[src/design/nbm_pkg.sv]
// Constants and types shared by the bus master and slave logic
package nbm_pkg;

  // ******************************
  // Timing
  // ******************************
  localparam int CLK_NS = 20;
  localparam int SYNC_NS = 60;
  // Least time, so round up
  localparam int SYNC_CYC_DEF = (SYNC_NS + CLK_NS - 1) / CLK_NS;

  // ******************************
  // Widths
  // ******************************
  localparam int AVS_AW = 8;
  localparam int AVS_DW = 32;
  localparam int BUS_W = 16;

  // ******************************
  // Register offsets
  // ******************************
  localparam logic [7:0] REG_CTRL = 8'h00;
  localparam logic [7:0] REG_DCFG = 8'h04;
  localparam logic [7:0] REG_RSA_LO = 8'h08;
  localparam logic [7:0] REG_RSA_HI = 8'h0c;
  localparam logic [7:0] REG_RBC_LO = 8'h10;
  localparam logic [7:0] REG_RBC_HI = 8'h14;
  localparam logic [7:0] REG_LADDR = 8'h18;
  localparam logic [7:0] REG_STAT = 8'h1c;

  // ******************************
  // Fields and reset values
  // ******************************
  localparam int CTL_STOP = 0;
  localparam int CTL_START = 1;
  localparam int CTL_RSTART = 2;
  localparam int CTL_RREAD = 3;
  localparam int DCF_WIDE = 0;
  localparam int DCF_A32 = 2;
  localparam int DCF_FILL = 4;
  localparam int DCF_BLO = 5;
  localparam int DCF_BHI = 6;
  localparam logic [7:0] DCFG_RST = 8'h00;
  localparam logic [15:0] STEP_BYTE = 16'h0001;
  localparam logic [15:0] STEP_WORD = 16'h0002;
  localparam logic [3:0] BURST_WORDS [4] = '{4'h1, 4'h2, 4'h4, 4'h6};
  localparam logic [3:0] BURST_BYTES [4] = '{4'h2, 4'h4, 4'h8, 4'hc};

  // ******************************
  // State types
  // ******************************
  typedef enum logic [6:0] {
    ST_RESET = 7'h01,
    ST_IDLE = 7'h02,
    ST_WAIT = 7'h04,
    ST_PAGE = 7'h08,
    ST_LOCAL = 7'h10,
    ST_REMOTE = 7'h20,
    ST_DROP = 7'h40
  } nbm_state_e;

  typedef enum logic [3:0] {
    PH_T1 = 4'h1,
    PH_T2 = 4'h2,
    PH_T3 = 4'h4,
    PH_T4 = 4'h8
  } nbm_phase_e;

endpackage

[src/design/nbm_dma.sv]
// Bus arbitration, local burst DMA, remote port DMA and register slave
// Function
// - After power-up the block is a slave in reset, receiver and transmitter off.
// - Stop command, hard reset or FIFO/ring errors return it to reset.
// - A start command moves it to idle; it idles until DMA is needed.
// - FIFO or remote request leaves idle, wins bus, transfers, returns idle.
// - Four transfer types: 16 or 32-bit address, 8 or 16-bit data.
// - Each transfer takes four bus clocks, address then data.
// - In 32-bit mode each burst first outputs the upper address page, except a local burst appended to a remote unit.
// - Upper address strobe driven only during the first cycle group.
// - A granted local burst moves the configured length (with fill set, until fifo_last_i), then releases.
// - Burst is 1,2,4,6 words or 2,4,8,12 bytes.
// - Next burst waits for FIFO threshold; option fills or empties completely.
// - Grant withdrawn during a transfer aborts the burst.
// - Local DMA has priority; remote resumes after re-arbitration.
// - FIFO need during remote keeps request; local to remote drops it.
// - Remote arbitrates per unit and moves one direction at a time.
// - Remote read fetches to latch, counts, raises port request; ack refetches.
// - Remote write: host writes latch, request drops, data stored, request again.
// - Request drops after each remote unit unless a local burst follows; remote waits out local DMA.
// - Slave access reaches byte-wide registers (REG_LADDR is 16-bit, REG_STAT reads 9 bits) with separate read/write.
// - Register address is captured at the start of the access.
// - Slave answer waits until not master and synchronised.
//
// Implementation choices: the register addresses and register access over Avalon-MM.
`timescale 1ns/1ns
module nbm_dma
  import nbm_pkg::*;
#(
  parameter int SYNC_CYC = nbm_pkg::SYNC_CYC_DEF
)
(
  // Clock and reset
  input wire logic sys_clk_i,
  input wire logic reset_i,
  // Register bus
  input wire logic [nbm_pkg::AVS_AW-1:0] avs_address_i,
  input wire logic avs_read_i,
  input wire logic avs_write_i,
  input wire logic [nbm_pkg::AVS_DW-1:0] avs_writedata_i,
  output logic [nbm_pkg::AVS_DW-1:0] avs_readdata_o,
  output logic avs_waitrequest_o,
  // Bus arbitration
  output logic bus_request_o,
  input wire logic bus_grant_i,
  // Multiplexed memory bus
  input wire logic [nbm_pkg::BUS_W-1:0] muxed_addr_data_bus_i,
  output logic [nbm_pkg::BUS_W-1:0] muxed_addr_data_bus_o,
  output logic muxed_addr_data_bus_oe_o,
  output logic address_strobe_lower_o,
  output logic address_strobe_upper_o,
  output logic address_strobe_upper_oe_o,
  output logic memory_read_strobe_o,
  output logic memory_write_strobe_o,
  // FIFO side
  input wire logic fifo_req_i,
  input wire logic fifo_to_mem_i,
  input wire logic fifo_last_i,
  input wire logic fifo_error_i,
  input wire logic [nbm_pkg::BUS_W-1:0] fifo_rdata_i,
  output logic fifo_rd_o,
  output logic [nbm_pkg::BUS_W-1:0] fifo_wdata_o,
  output logic fifo_wr_o,
  output logic rx_enable_o,
  output logic tx_enable_o,
  // Remote port
  output logic port_request_o,
  input wire logic port_read_ack_i,
  input wire logic port_write_ack_i,
  input wire logic [nbm_pkg::BUS_W-1:0] port_wdata_i,
  output logic [nbm_pkg::BUS_W-1:0] port_rdata_o
);
  import nbm_pkg::*;

  if (SYNC_CYC < 2 || SYNC_CYC > 15)
  begin : g_chk
    $error("SYNC_CYC must lie in 2..15");
  end

  // ******************************
  // Helpers
  // ******************************
  function automatic logic [15:0] step(input logic wide);
    step = wide ? STEP_WORD : STEP_BYTE;
  endfunction

  function automatic logic [15:0] dec(input logic [15:0] n, input logic wide);
    dec = (n > step(wide)) ? n - step(wide) : '0;
  endfunction

  function automatic logic [15:0] lane(input logic [15:0] d, input logic wide);
    lane = wide ? d : {8'h00, d[7:0]};
  endfunction

  // ******************************
  // State
  // ******************************
  nbm_state_e state_r, state_nxt;
  logic [7:0] dcfg_r, dcfg_nxt;
  logic [15:0] rsa_r, rsa_nxt;
  logic [15:0] rbc_r, rbc_nxt;
  logic [15:0] laddr_r, laddr_nxt;
  logic [15:0] radr_r, radr_nxt;
  logic [15:0] latch_r, latch_nxt;
  logic [15:0] fwd_r, fwd_nxt;
  logic [3:0] bcnt_r, bcnt_nxt;
  logic bus_request_r, bus_request_nxt;
  logic loc_r, loc_nxt;
  logic issued_r, issued_nxt;
  logic rem_on_r, rem_on_nxt;
  logic rem_rd_r, rem_rd_nxt;
  logic full_r, full_nxt;
  logic preq_r, preq_nxt;
  logic frd_nxt, fwr_nxt;
  logic [7:0] alat_r;
  logic [3:0] sync_r;
  logic wait_r;

  // ******************************
  // Decode
  // ******************************
  wire wide = dcfg_r[DCF_WIDE];
  wire a32 = dcfg_r[DCF_A32];
  wire fill = dcfg_r[DCF_FILL];
  wire [1:0] bsel = dcfg_r[DCF_BHI:DCF_BLO];
  wire [3:0] blen = wide ? BURST_WORDS[bsel] : BURST_BYTES[bsel];
  wire acc_req = avs_read_i | avs_write_i;
  wire slave_ok = (state_r == ST_RESET || state_r == ST_IDLE) && !bus_request_r;
  wire ack_now = acc_req & wait_r & slave_ok & (sync_r == 4'(SYNC_CYC - 1));
  wire wr_fire = avs_write_i & !wait_r;
  wire [7:0] wb = avs_writedata_i[7:0];
  wire shut = reset_i | fifo_error_i | (wr_fire && alat_r == REG_CTRL && wb[CTL_STOP]);
  wire rem_need = rem_on_r && (rem_rd_r ? (!full_r && rbc_r != '0) : full_r);
  wire master = state_r == ST_PAGE || state_r == ST_LOCAL || state_r == ST_REMOTE;
  wire abort = master & !bus_grant_i;
  wire cyc_go = master & bus_grant_i & !issued_r;
  wire cyc_page = state_r == ST_PAGE;
  wire cyc_loc = state_r == ST_LOCAL;
  wire cyc_write = cyc_loc ? fifo_to_mem_i : !rem_rd_r;
  wire [15:0] cyc_addr = cyc_page ? rsa_r : (cyc_loc ? laddr_r : radr_r);
  wire [15:0] cyc_wdata = lane(cyc_loc ? fifo_rdata_i : latch_r, wide);
  wire cyc_done;
  wire [15:0] cyc_rdata;
  wire loc_end = fill ? fifo_last_i : (bcnt_r == 4'h1);
  wire [31:0] rd_mux =
    (alat_r == REG_CTRL) ? {28'h0, rem_rd_r, rem_on_r, state_r != ST_RESET, 1'b0} :
    (alat_r == REG_DCFG) ? {24'h0, dcfg_r} :
    (alat_r == REG_RSA_LO) ? {24'h0, rsa_r[7:0]} :
    (alat_r == REG_RSA_HI) ? {24'h0, rsa_r[15:8]} :
    (alat_r == REG_RBC_LO) ? {24'h0, rbc_r[7:0]} :
    (alat_r == REG_RBC_HI) ? {24'h0, rbc_r[15:8]} :
    (alat_r == REG_LADDR) ? {16'h0, laddr_r} :
    (alat_r == REG_STAT) ? {23'h0, full_r, preq_r, 7'(state_r)} : '0;

  // ******************************
  // Next-state logic
  // ******************************
  always_comb
  begin
    state_nxt = state_r;
    dcfg_nxt = dcfg_r;
    rsa_nxt = rsa_r;
    rbc_nxt = rbc_r;
    laddr_nxt = laddr_r;
    radr_nxt = radr_r;
    latch_nxt = latch_r;
    fwd_nxt = fwd_r;
    bcnt_nxt = bcnt_r;
    bus_request_nxt = bus_request_r;
    loc_nxt = loc_r;
    issued_nxt = issued_r;
    rem_on_nxt = rem_on_r;
    rem_rd_nxt = rem_rd_r;
    full_nxt = full_r;
    preq_nxt = preq_r;
    frd_nxt = 1'b0;
    fwr_nxt = 1'b0;
    // Software writes, byte-wide except the 16-bit REG_LADDR
    if (wr_fire)
    begin
      case (alat_r)
        REG_CTRL:
        begin
          if (wb[CTL_START] && state_r == ST_RESET)
            state_nxt = ST_IDLE;
          if (wb[CTL_RSTART] && state_r != ST_RESET)
          begin
            rem_on_nxt = 1'b1;
            rem_rd_nxt = wb[CTL_RREAD];
            radr_nxt = rsa_r;
            full_nxt = 1'b0;
            preq_nxt = 1'b0;
          end
        end
        REG_DCFG: dcfg_nxt = wb;
        REG_RSA_LO: rsa_nxt[7:0] = wb;
        REG_RSA_HI: rsa_nxt[15:8] = wb;
        REG_RBC_LO: rbc_nxt[7:0] = wb;
        REG_RBC_HI: rbc_nxt[15:8] = wb;
        REG_LADDR: laddr_nxt = avs_writedata_i[15:0];
        default: dcfg_nxt = dcfg_r;
      endcase
    end
    // Arbitration and transfers
    if (cyc_go)
    begin
      issued_nxt = 1'b1;
      frd_nxt = cyc_loc & fifo_to_mem_i;
    end
    case (state_r)
      ST_RESET: bus_request_nxt = 1'b0;
      ST_IDLE:
      begin
        if (fifo_req_i && !ack_now)
        begin
          loc_nxt = 1'b1;
          bcnt_nxt = blen;
          bus_request_nxt = 1'b1;
          state_nxt = ST_WAIT;
        end
        else if (rem_need && !ack_now)
        begin
          loc_nxt = 1'b0;
          bus_request_nxt = 1'b1;
          state_nxt = ST_WAIT;
        end
      end
      ST_WAIT:
      begin
        issued_nxt = 1'b0;
        if (bus_grant_i)
          state_nxt = a32 ? ST_PAGE : (loc_r ? ST_LOCAL : ST_REMOTE);
      end
      ST_PAGE:
      begin
        if (cyc_done)
        begin
          issued_nxt = 1'b0;
          state_nxt = loc_r ? ST_LOCAL : ST_REMOTE;
        end
      end
      ST_LOCAL:
      begin
        if (cyc_done)
        begin
          issued_nxt = 1'b0;
          laddr_nxt = laddr_r + step(wide);
          bcnt_nxt = bcnt_r - 4'h1;
          if (!fifo_to_mem_i)
          begin
            fwd_nxt = lane(cyc_rdata, wide);
            fwr_nxt = 1'b1;
          end
          if (loc_end)
          begin
            bus_request_nxt = 1'b0;
            state_nxt = ST_DROP;
          end
        end
      end
      ST_REMOTE:
      begin
        if (cyc_done)
        begin
          issued_nxt = 1'b0;
          radr_nxt = radr_r + step(wide);
          rbc_nxt = dec(rbc_r, wide);
          if (rem_rd_r)
          begin
            latch_nxt = lane(cyc_rdata, wide);
            full_nxt = 1'b1;
            preq_nxt = 1'b1;
          end
          else
          begin
            full_nxt = 1'b0;
            if (dec(rbc_r, wide) == '0)
              rem_on_nxt = 1'b0;
          end
          if (fifo_req_i)
          begin
            // Local burst appended, request held
            loc_nxt = 1'b1;
            bcnt_nxt = blen;
            state_nxt = ST_LOCAL;
          end
          else
          begin
            bus_request_nxt = 1'b0;
            state_nxt = ST_DROP;
          end
        end
      end
      ST_DROP:
      begin
        // One low cycle so others may contend
        bus_request_nxt = 1'b0;
        state_nxt = ST_IDLE;
      end
      default: state_nxt = ST_RESET;
    endcase
    if (abort)
    begin
      issued_nxt = 1'b0;
      bus_request_nxt = 1'b0;
      state_nxt = ST_DROP;
    end
    // Remote port handshakes
    if (port_read_ack_i && rem_rd_r && preq_r)
    begin
      preq_nxt = 1'b0;
      full_nxt = 1'b0;
      if (rbc_r == '0)
        rem_on_nxt = 1'b0;
    end
    if (port_write_ack_i && !rem_rd_r && preq_r)
    begin
      latch_nxt = lane(port_wdata_i, wide);
      full_nxt = 1'b1;
      preq_nxt = 1'b0;
    end
    if (rem_on_r && !rem_rd_r && !full_r && !preq_r && rbc_r != '0 && !port_write_ack_i)
      preq_nxt = 1'b1;
    if (shut)
    begin
      state_nxt = ST_RESET;
      bus_request_nxt = 1'b0;
      issued_nxt = 1'b0;
      rem_on_nxt = 1'b0;
      full_nxt = 1'b0;
      preq_nxt = 1'b0;
    end
  end

  // ******************************
  // Registers
  // ******************************
  always_ff @(posedge sys_clk_i)
  begin
    if (reset_i)
    begin
      state_r <= ST_RESET;
      dcfg_r <= DCFG_RST;
      rsa_r <= '0;
      rbc_r <= '0;
      laddr_r <= '0;
      radr_r <= '0;
      latch_r <= '0;
      fwd_r <= '0;
      bcnt_r <= '0;
      bus_request_r <= 1'b0;
      loc_r <= 1'b0;
      issued_r <= 1'b0;
      rem_on_r <= 1'b0;
      rem_rd_r <= 1'b0;
      full_r <= 1'b0;
      preq_r <= 1'b0;
      fifo_rd_o <= 1'b0;
      fifo_wr_o <= 1'b0;
      rx_enable_o <= 1'b0;
      tx_enable_o <= 1'b0;
    end
    else
    begin
      state_r <= state_nxt;
      dcfg_r <= dcfg_nxt;
      rsa_r <= rsa_nxt;
      rbc_r <= rbc_nxt;
      laddr_r <= laddr_nxt;
      radr_r <= radr_nxt;
      latch_r <= latch_nxt;
      fwd_r <= fwd_nxt;
      bcnt_r <= bcnt_nxt;
      bus_request_r <= bus_request_nxt;
      loc_r <= loc_nxt;
      issued_r <= issued_nxt;
      rem_on_r <= rem_on_nxt;
      rem_rd_r <= rem_rd_nxt;
      full_r <= full_nxt;
      preq_r <= preq_nxt;
      fifo_rd_o <= frd_nxt;
      fifo_wr_o <= fwr_nxt;
      rx_enable_o <= state_nxt != ST_RESET;
      tx_enable_o <= state_nxt != ST_RESET;
    end
  end

  // ******************************
  // Slave answer
  // ******************************
  // Waits out master mode, then a fixed synchronisation delay
  always_ff @(posedge sys_clk_i)
  begin
    if (reset_i)
    begin
      alat_r <= '0;
      sync_r <= '0;
      wait_r <= 1'b1;
      avs_readdata_o <= '0;
    end
    else
    begin
      if (acc_req && wait_r && sync_r == '0)
        alat_r <= avs_address_i;
      if (!acc_req || !wait_r || !slave_ok)
        sync_r <= '0;
      else if (!ack_now)
        sync_r <= sync_r + 4'h1;
      else
        sync_r <= '0;
      wait_r <= !ack_now;
      if (ack_now)
        avs_readdata_o <= rd_mux;
    end
  end

  assign avs_waitrequest_o = wait_r;
  assign bus_request_o = bus_request_r;
  assign port_request_o = preq_r;
  assign port_rdata_o = latch_r;
  assign fifo_wdata_o = fwd_r;

  // ******************************
  // Bus cycle engine
  // ******************************
  nbm_bus_cycle u_cyc (
    .sys_clk_i(sys_clk_i),
    .reset_i(reset_i | shut),
    .start_i(cyc_go),
    .abort_i(abort),
    .write_i(cyc_write & !cyc_page),
    .page_i(cyc_page),
    .addr_i(cyc_addr),
    .wdata_i(cyc_wdata),
    .done_o(cyc_done),
    .rdata_o(cyc_rdata),
    .ad_i(muxed_addr_data_bus_i),
    .ad_o(muxed_addr_data_bus_o),
    .ad_oe_o(muxed_addr_data_bus_oe_o),
    .ads_lo_o(address_strobe_lower_o),
    .ads_hi_o(address_strobe_upper_o),
    .ads_hi_oe_o(address_strobe_upper_oe_o),
    .mrd_o(memory_read_strobe_o),
    .mwr_o(memory_write_strobe_o)
  );

endmodule

[src/design/nbm_bus_cycle.sv]
// One T1..T4 cycle on the multiplexed address/data bus
`timescale 1ns/1ns
module nbm_bus_cycle
  import nbm_pkg::*;
(
  // Clock and reset
  input wire logic sys_clk_i,
  input wire logic reset_i,
  // Request
  input wire logic start_i,
  input wire logic abort_i,
  input wire logic write_i,
  input wire logic page_i,
  input wire logic [nbm_pkg::BUS_W-1:0] addr_i,
  input wire logic [nbm_pkg::BUS_W-1:0] wdata_i,
  output logic done_o,
  output logic [nbm_pkg::BUS_W-1:0] rdata_o,
  // Pins
  input wire logic [nbm_pkg::BUS_W-1:0] ad_i,
  output logic [nbm_pkg::BUS_W-1:0] ad_o,
  output logic ad_oe_o,
  output logic ads_lo_o,
  output logic ads_hi_o,
  output logic ads_hi_oe_o,
  output logic mrd_o,
  output logic mwr_o
);
  import nbm_pkg::*;

  nbm_phase_e phase_r;
  logic busy_r;
  logic wr_r;
  logic [BUS_W-1:0] wd_r;

  // ******************************
  // Cycle sequencer
  // ******************************
  always_ff @(posedge sys_clk_i)
  begin
    done_o <= 1'b0;
    if (reset_i || abort_i)
    begin
      phase_r <= PH_T1;
      busy_r <= 1'b0;
      wr_r <= 1'b0;
      wd_r <= '0;
      ad_o <= '0;
      ad_oe_o <= 1'b0;
      ads_lo_o <= 1'b0;
      ads_hi_o <= 1'b0;
      ads_hi_oe_o <= 1'b0;
      mrd_o <= 1'b0;
      mwr_o <= 1'b0;
      if (reset_i)
        rdata_o <= '0;
    end
    else if (start_i && !busy_r)
    begin
      // T1: address out with its strobe
      phase_r <= PH_T1;
      busy_r <= 1'b1;
      wr_r <= write_i;
      wd_r <= wdata_i;
      ad_o <= addr_i;
      ad_oe_o <= 1'b1;
      ads_lo_o <= !page_i;
      ads_hi_o <= page_i;
      ads_hi_oe_o <= page_i;
    end
    else if (busy_r)
    begin
      case (phase_r)
        PH_T1:
        begin
          phase_r <= PH_T2;
          ads_lo_o <= 1'b0;
          ads_hi_o <= 1'b0;
          ad_o <= wr_r ? wd_r : '0;
          ad_oe_o <= wr_r;
          // Page cycle carries no data strobe
          mrd_o <= !wr_r && !ads_hi_oe_o;
          mwr_o <= wr_r && !ads_hi_oe_o;
        end
        PH_T2: phase_r <= PH_T3;
        PH_T3:
        begin
          phase_r <= PH_T4;
          rdata_o <= ad_i;
          mrd_o <= 1'b0;
          mwr_o <= 1'b0;
        end
        PH_T4:
        begin
          // Upper strobe floats after the first group; pull-down holds it
          busy_r <= 1'b0;
          ad_oe_o <= 1'b0;
          ads_hi_oe_o <= 1'b0;
          done_o <= 1'b1;
        end
        default: phase_r <= PH_T1;
      endcase
    end
  end

endmodule

[config.mk]
export PLATFORM = sky130hd
export DESIGN_NAME = nbm_dma
export DESIGN_NICKNAME = d
export VERILOG_FILES = /design/src/design/nbm_pkg.sv /design/src/design/nbm_dma.sv /design/src/design/nbm_bus_cycle.sv
export SDC_FILE = /design/constraint.sdc
export NUM_CORES = 1
export LEC_CHECK = 0
export BUFFER_PORTS_ARGS = -buffer_cell sky130_fd_sc_hd__clkbuf_2
export CAP_MARGIN = 20
export CORE_ASPECT_RATIO = 1.5
export CORE_MARGIN = 2
export CORE_UTILIZATION = 57
export CTS_CLUSTER_SIZE = 10
export DETAILED_ROUTE_END_ITERATION = 10
export PLACE_DENSITY_LB_ADDON = 0.3
export SETUP_SLACK_MARGIN = 0.15
export SKIP_CTS_REPAIR_TIMING = 1
export SLEW_MARGIN = 20
export SYNTH_ARGS = -nofsm -noshare
export SYNTH_HDL_FRONTEND = slang
export SYNTH_SLANG_ARGS = --single-unit
[constraint.sdc]
create_clock -name sys_clk_i -period 3.3 [get_ports sys_clk_i]
set_input_delay 0.165 -clock sys_clk_i [delete_from_list [all_inputs] [get_ports sys_clk_i]]
set_output_delay 0.165 -clock sys_clk_i [all_outputs]
set_load 0.02 [all_outputs]
==> out/qor.csv <==
metric,value,unit
finalNonFillerCells,1776,
fin_nets,1622,
setup_viol,0,
skew,0.01677,ns
clk_pin_slew,0.06,ns
layout-drive-gt1-share,0.1953,
power_density,408.5,nW/um^2
violations,negative hold slack,
fp.dieH,176.9,um
die_area,21100,um^2
cts-htree-levels,1,
syn_area_per_cell,8.531,um^2
wire_per_inst,20.00,um
cp.arrival,3.47,ns
antenna_found_initial,0,
grt_pass1_vias,10490,
end_kind,flip-flop,
synth_area,11360,um^2
final_max_slew_viol_count,0,
ys.warnings.count,0,
start_util,0.5790,
grt_pass1_wl,54.32,mm
drt_iter0_drc,963,
syn2layout_area_growth,18.55,%
start_kind,flip-flop,
vias,11060,
p_leak,5.148,nW
cts_root_buffer,clkbuf_16,
peakVddDrop,454.1,uV
design_area,13470,um^2
worstPathRequired,3.77,ns
cts_max_path_buffers,3,
cts_tree,built,
post_dp_cell_area,12290,um^2
dp_hpwl,24.80,mm
grt_start_max_net_pins,55,
coreArea,19630,um^2
final_common_cell,dfxtp_1,
tightest_slew,1.075,ns
final.min_clock_period,3.003,ns
fin_crit_sh,0.9099,
max_freq,333.0,MHz
portBuffers,159,
ant_nets,0,
synthArstFlopShare,0,
ys.flop_type,dfxtp_1,
grt_use_total,0.3224,
syn_inst,1332,
critical_path_peak_fanout,10,
final_cell_mix,"dfxtp_1 (199), nor2_1 (187), clkbuf_2 (158)",
place.gp.congestion,0.9912,
top_level_ports,192,
whs,-0.01587,ns
fin_tns_setup,0,ns
via_per_inst,6.225,
path_class,flip-flop to flip-flop,
insertion_delay,0.53,ns
slew_headroom,0.2648,
dpl.cell_count,1693,
ys_ff_latch,215,
die_w,119.3,um
cts_buffers,25,
ys_seq_area_frac,0.3929,
dr.pass1.iters,6,
finalWirelength,35.53,mm
synth_edf_count,16,
diodes,0,
status,finished with violations,
hold_path_class,input port to flip-flop,
drc,0,
synth_cell_type_count,81,
overflow,0,
max_cap_violations,0,
rsz0062_at_grt,no,
rows,63,
clkSinkCount,215,
hold_viol,6,
## registers in the layout, summed over array words and instances (netlist names), 4 cells and up
| register | flops |
|---|---|
| u_cyc.rdata_o | 16 |
| radr_r | 16 |
| rbc_r | 16 |
| sync_r | 4 |
| rsa_r | 16 |
| state_r | 7 |
| avs_readdata_o | 16 |
| u_cyc.wd_r | 16 |
| bcnt_r | 4 |
| u_cyc.phase_r | 4 |
| alat_r | 8 |
| port_rdata_o | 16 |
| dcfg_r | 8 |
| u_cyc.ad_o | 16 |
| fifo_wdata_o | 16 |
| laddr_r | 16 |
## synthesized netlist by cell type, types with 13 or more instances
library cell / n / area share
and3_1: 16 / 0.0088
a21oi_1: 110 / 0.048
clkbuf_1: 60 / 0.020
a21oi_2: 13 / 0.010
mux2i_1: 64 / 0.056
inv_1: 29 / 0.0096
a221oi_1: 14 / 0.011
buf_2: 23 / 0.010
nor2_1: 188 / 0.062
mux2_2: 16 / 0.016
nand3_1: 47 / 0.021
buf_4: 19 / 0.013
a22oi_1: 13 / 0.0086
edfxtp_1: 16 / 0.042
nor3_1: 26 / 0.011
a311oi_1: 18 / 0.014
o21ai_0: 56 / 0.025
and2_1: 25 / 0.014
a211oi_1: 25 / 0.017
a31oi_1: 21 / 0.012
dfxtp_1: 199 / 0.35
nand2_1: 123 / 0.041
## worst max-delay path, cell delays in order, from the launching register on
cell and delay, ns:
dfxtp_1 0.48, or3_1 0.46, nor3_1 0.28, nand4_1 0.40, a2111oi_0 0.96, buf_4 0.24
a21oi_1 0.04, nor2_1 0.08
## through the flow
step	setup WS, ns	total power [W]	hold slack, ns	utilization
6_report	0.2972	0.005503	-0.01587	0.6864
3_5_place_dp	0.4376	0.003052	0.4122	0.6264
2_1_floorplan	0.8255	0.002939	0.3010	-
3_3_place_gp	0.4587	0.003046	0.4064	0.6264
4_1_cts	0.4285	0.005477	-0.1404	0.6614
5_1_grt	0.1786	0.005657	0.0007188	0.6864
## cells by family (layout without fill, tap and decap cells)
group | after synthesis | after routing | share of synthesized area
simple gates | 524 | 524 | 0.2305
fa+ha+maj | 14 | 14 | 0.01740
other cells | 1 | 16 | 0.0003300
mux | 91 | 91 | 0.09403
buf+inv | 139 | 308 | 0.05836
flops | 215 | 215 | 0.3929
xor+xnor | 12 | 12 | 0.009250
compound gates | 336 | 336 | 0.1973
## metal layers
layer / track usage / vias up / wire (um)
li1: - / 5154 / -
met5: 0 / - / 0
met1: 0.3582 / 5246 / 12990
met2: 0.5601 / 507 / 17690
met3: 0.06572 / 148 / 2593
met4: 0.2049 / 0 / 2249
## power breakdown
group | switching (W) | total, W | internal [W] | leakage (nW)
logic | 0.000225 | 0.000372 | 0.000148 | 3.03
clock network | 0.00106 | 0.00245 | 0.00139 | 0.336
registers | 0.0000219 | 0.00268 | 0.00266 | 1.78
total | 0.00130 | 0.00550 | 0.00420 | 5.15
## layout make-up
cell class,count,area [um^2]
Timing Repair Buffer,245,1579
Inverter,29,108.9
Sequential cell,215,4464
Multi-Input combinational cell,993,6307
Clock inverter,2,25.02
Fill cell,1605,6156
Tap cell,260,325.3
Clock buffer,32,661.9
## final timing paths
| path | start | slack (ns) | cells past startpoint | end |
|---|---|---|---|---|
| worst max-delay path | state_r[5]$_SDFF_PP0_ | 0.30 | 7 | avs_readdata_o[4]$_SDFFE_PP0P_ |
| worst min-delay path | port_wdata_i[10] | -0.02 | 4 | port_rdata_o[10]$_SDFFE_PP0P_ |
| worst max register to register | state_r[5]$_SDFF_PP0_ | 0.30 | 7 | avs_readdata_o[4]$_SDFFE_PP0P_ |
| worst min register to register | u_cyc.wd_r[12]$_SDFFE_PP0P_ | 0.45 | 2 | u_cyc.wd_r[12]$_SDFFE_PP0P_ |
(Power assumes the default switching activity.)
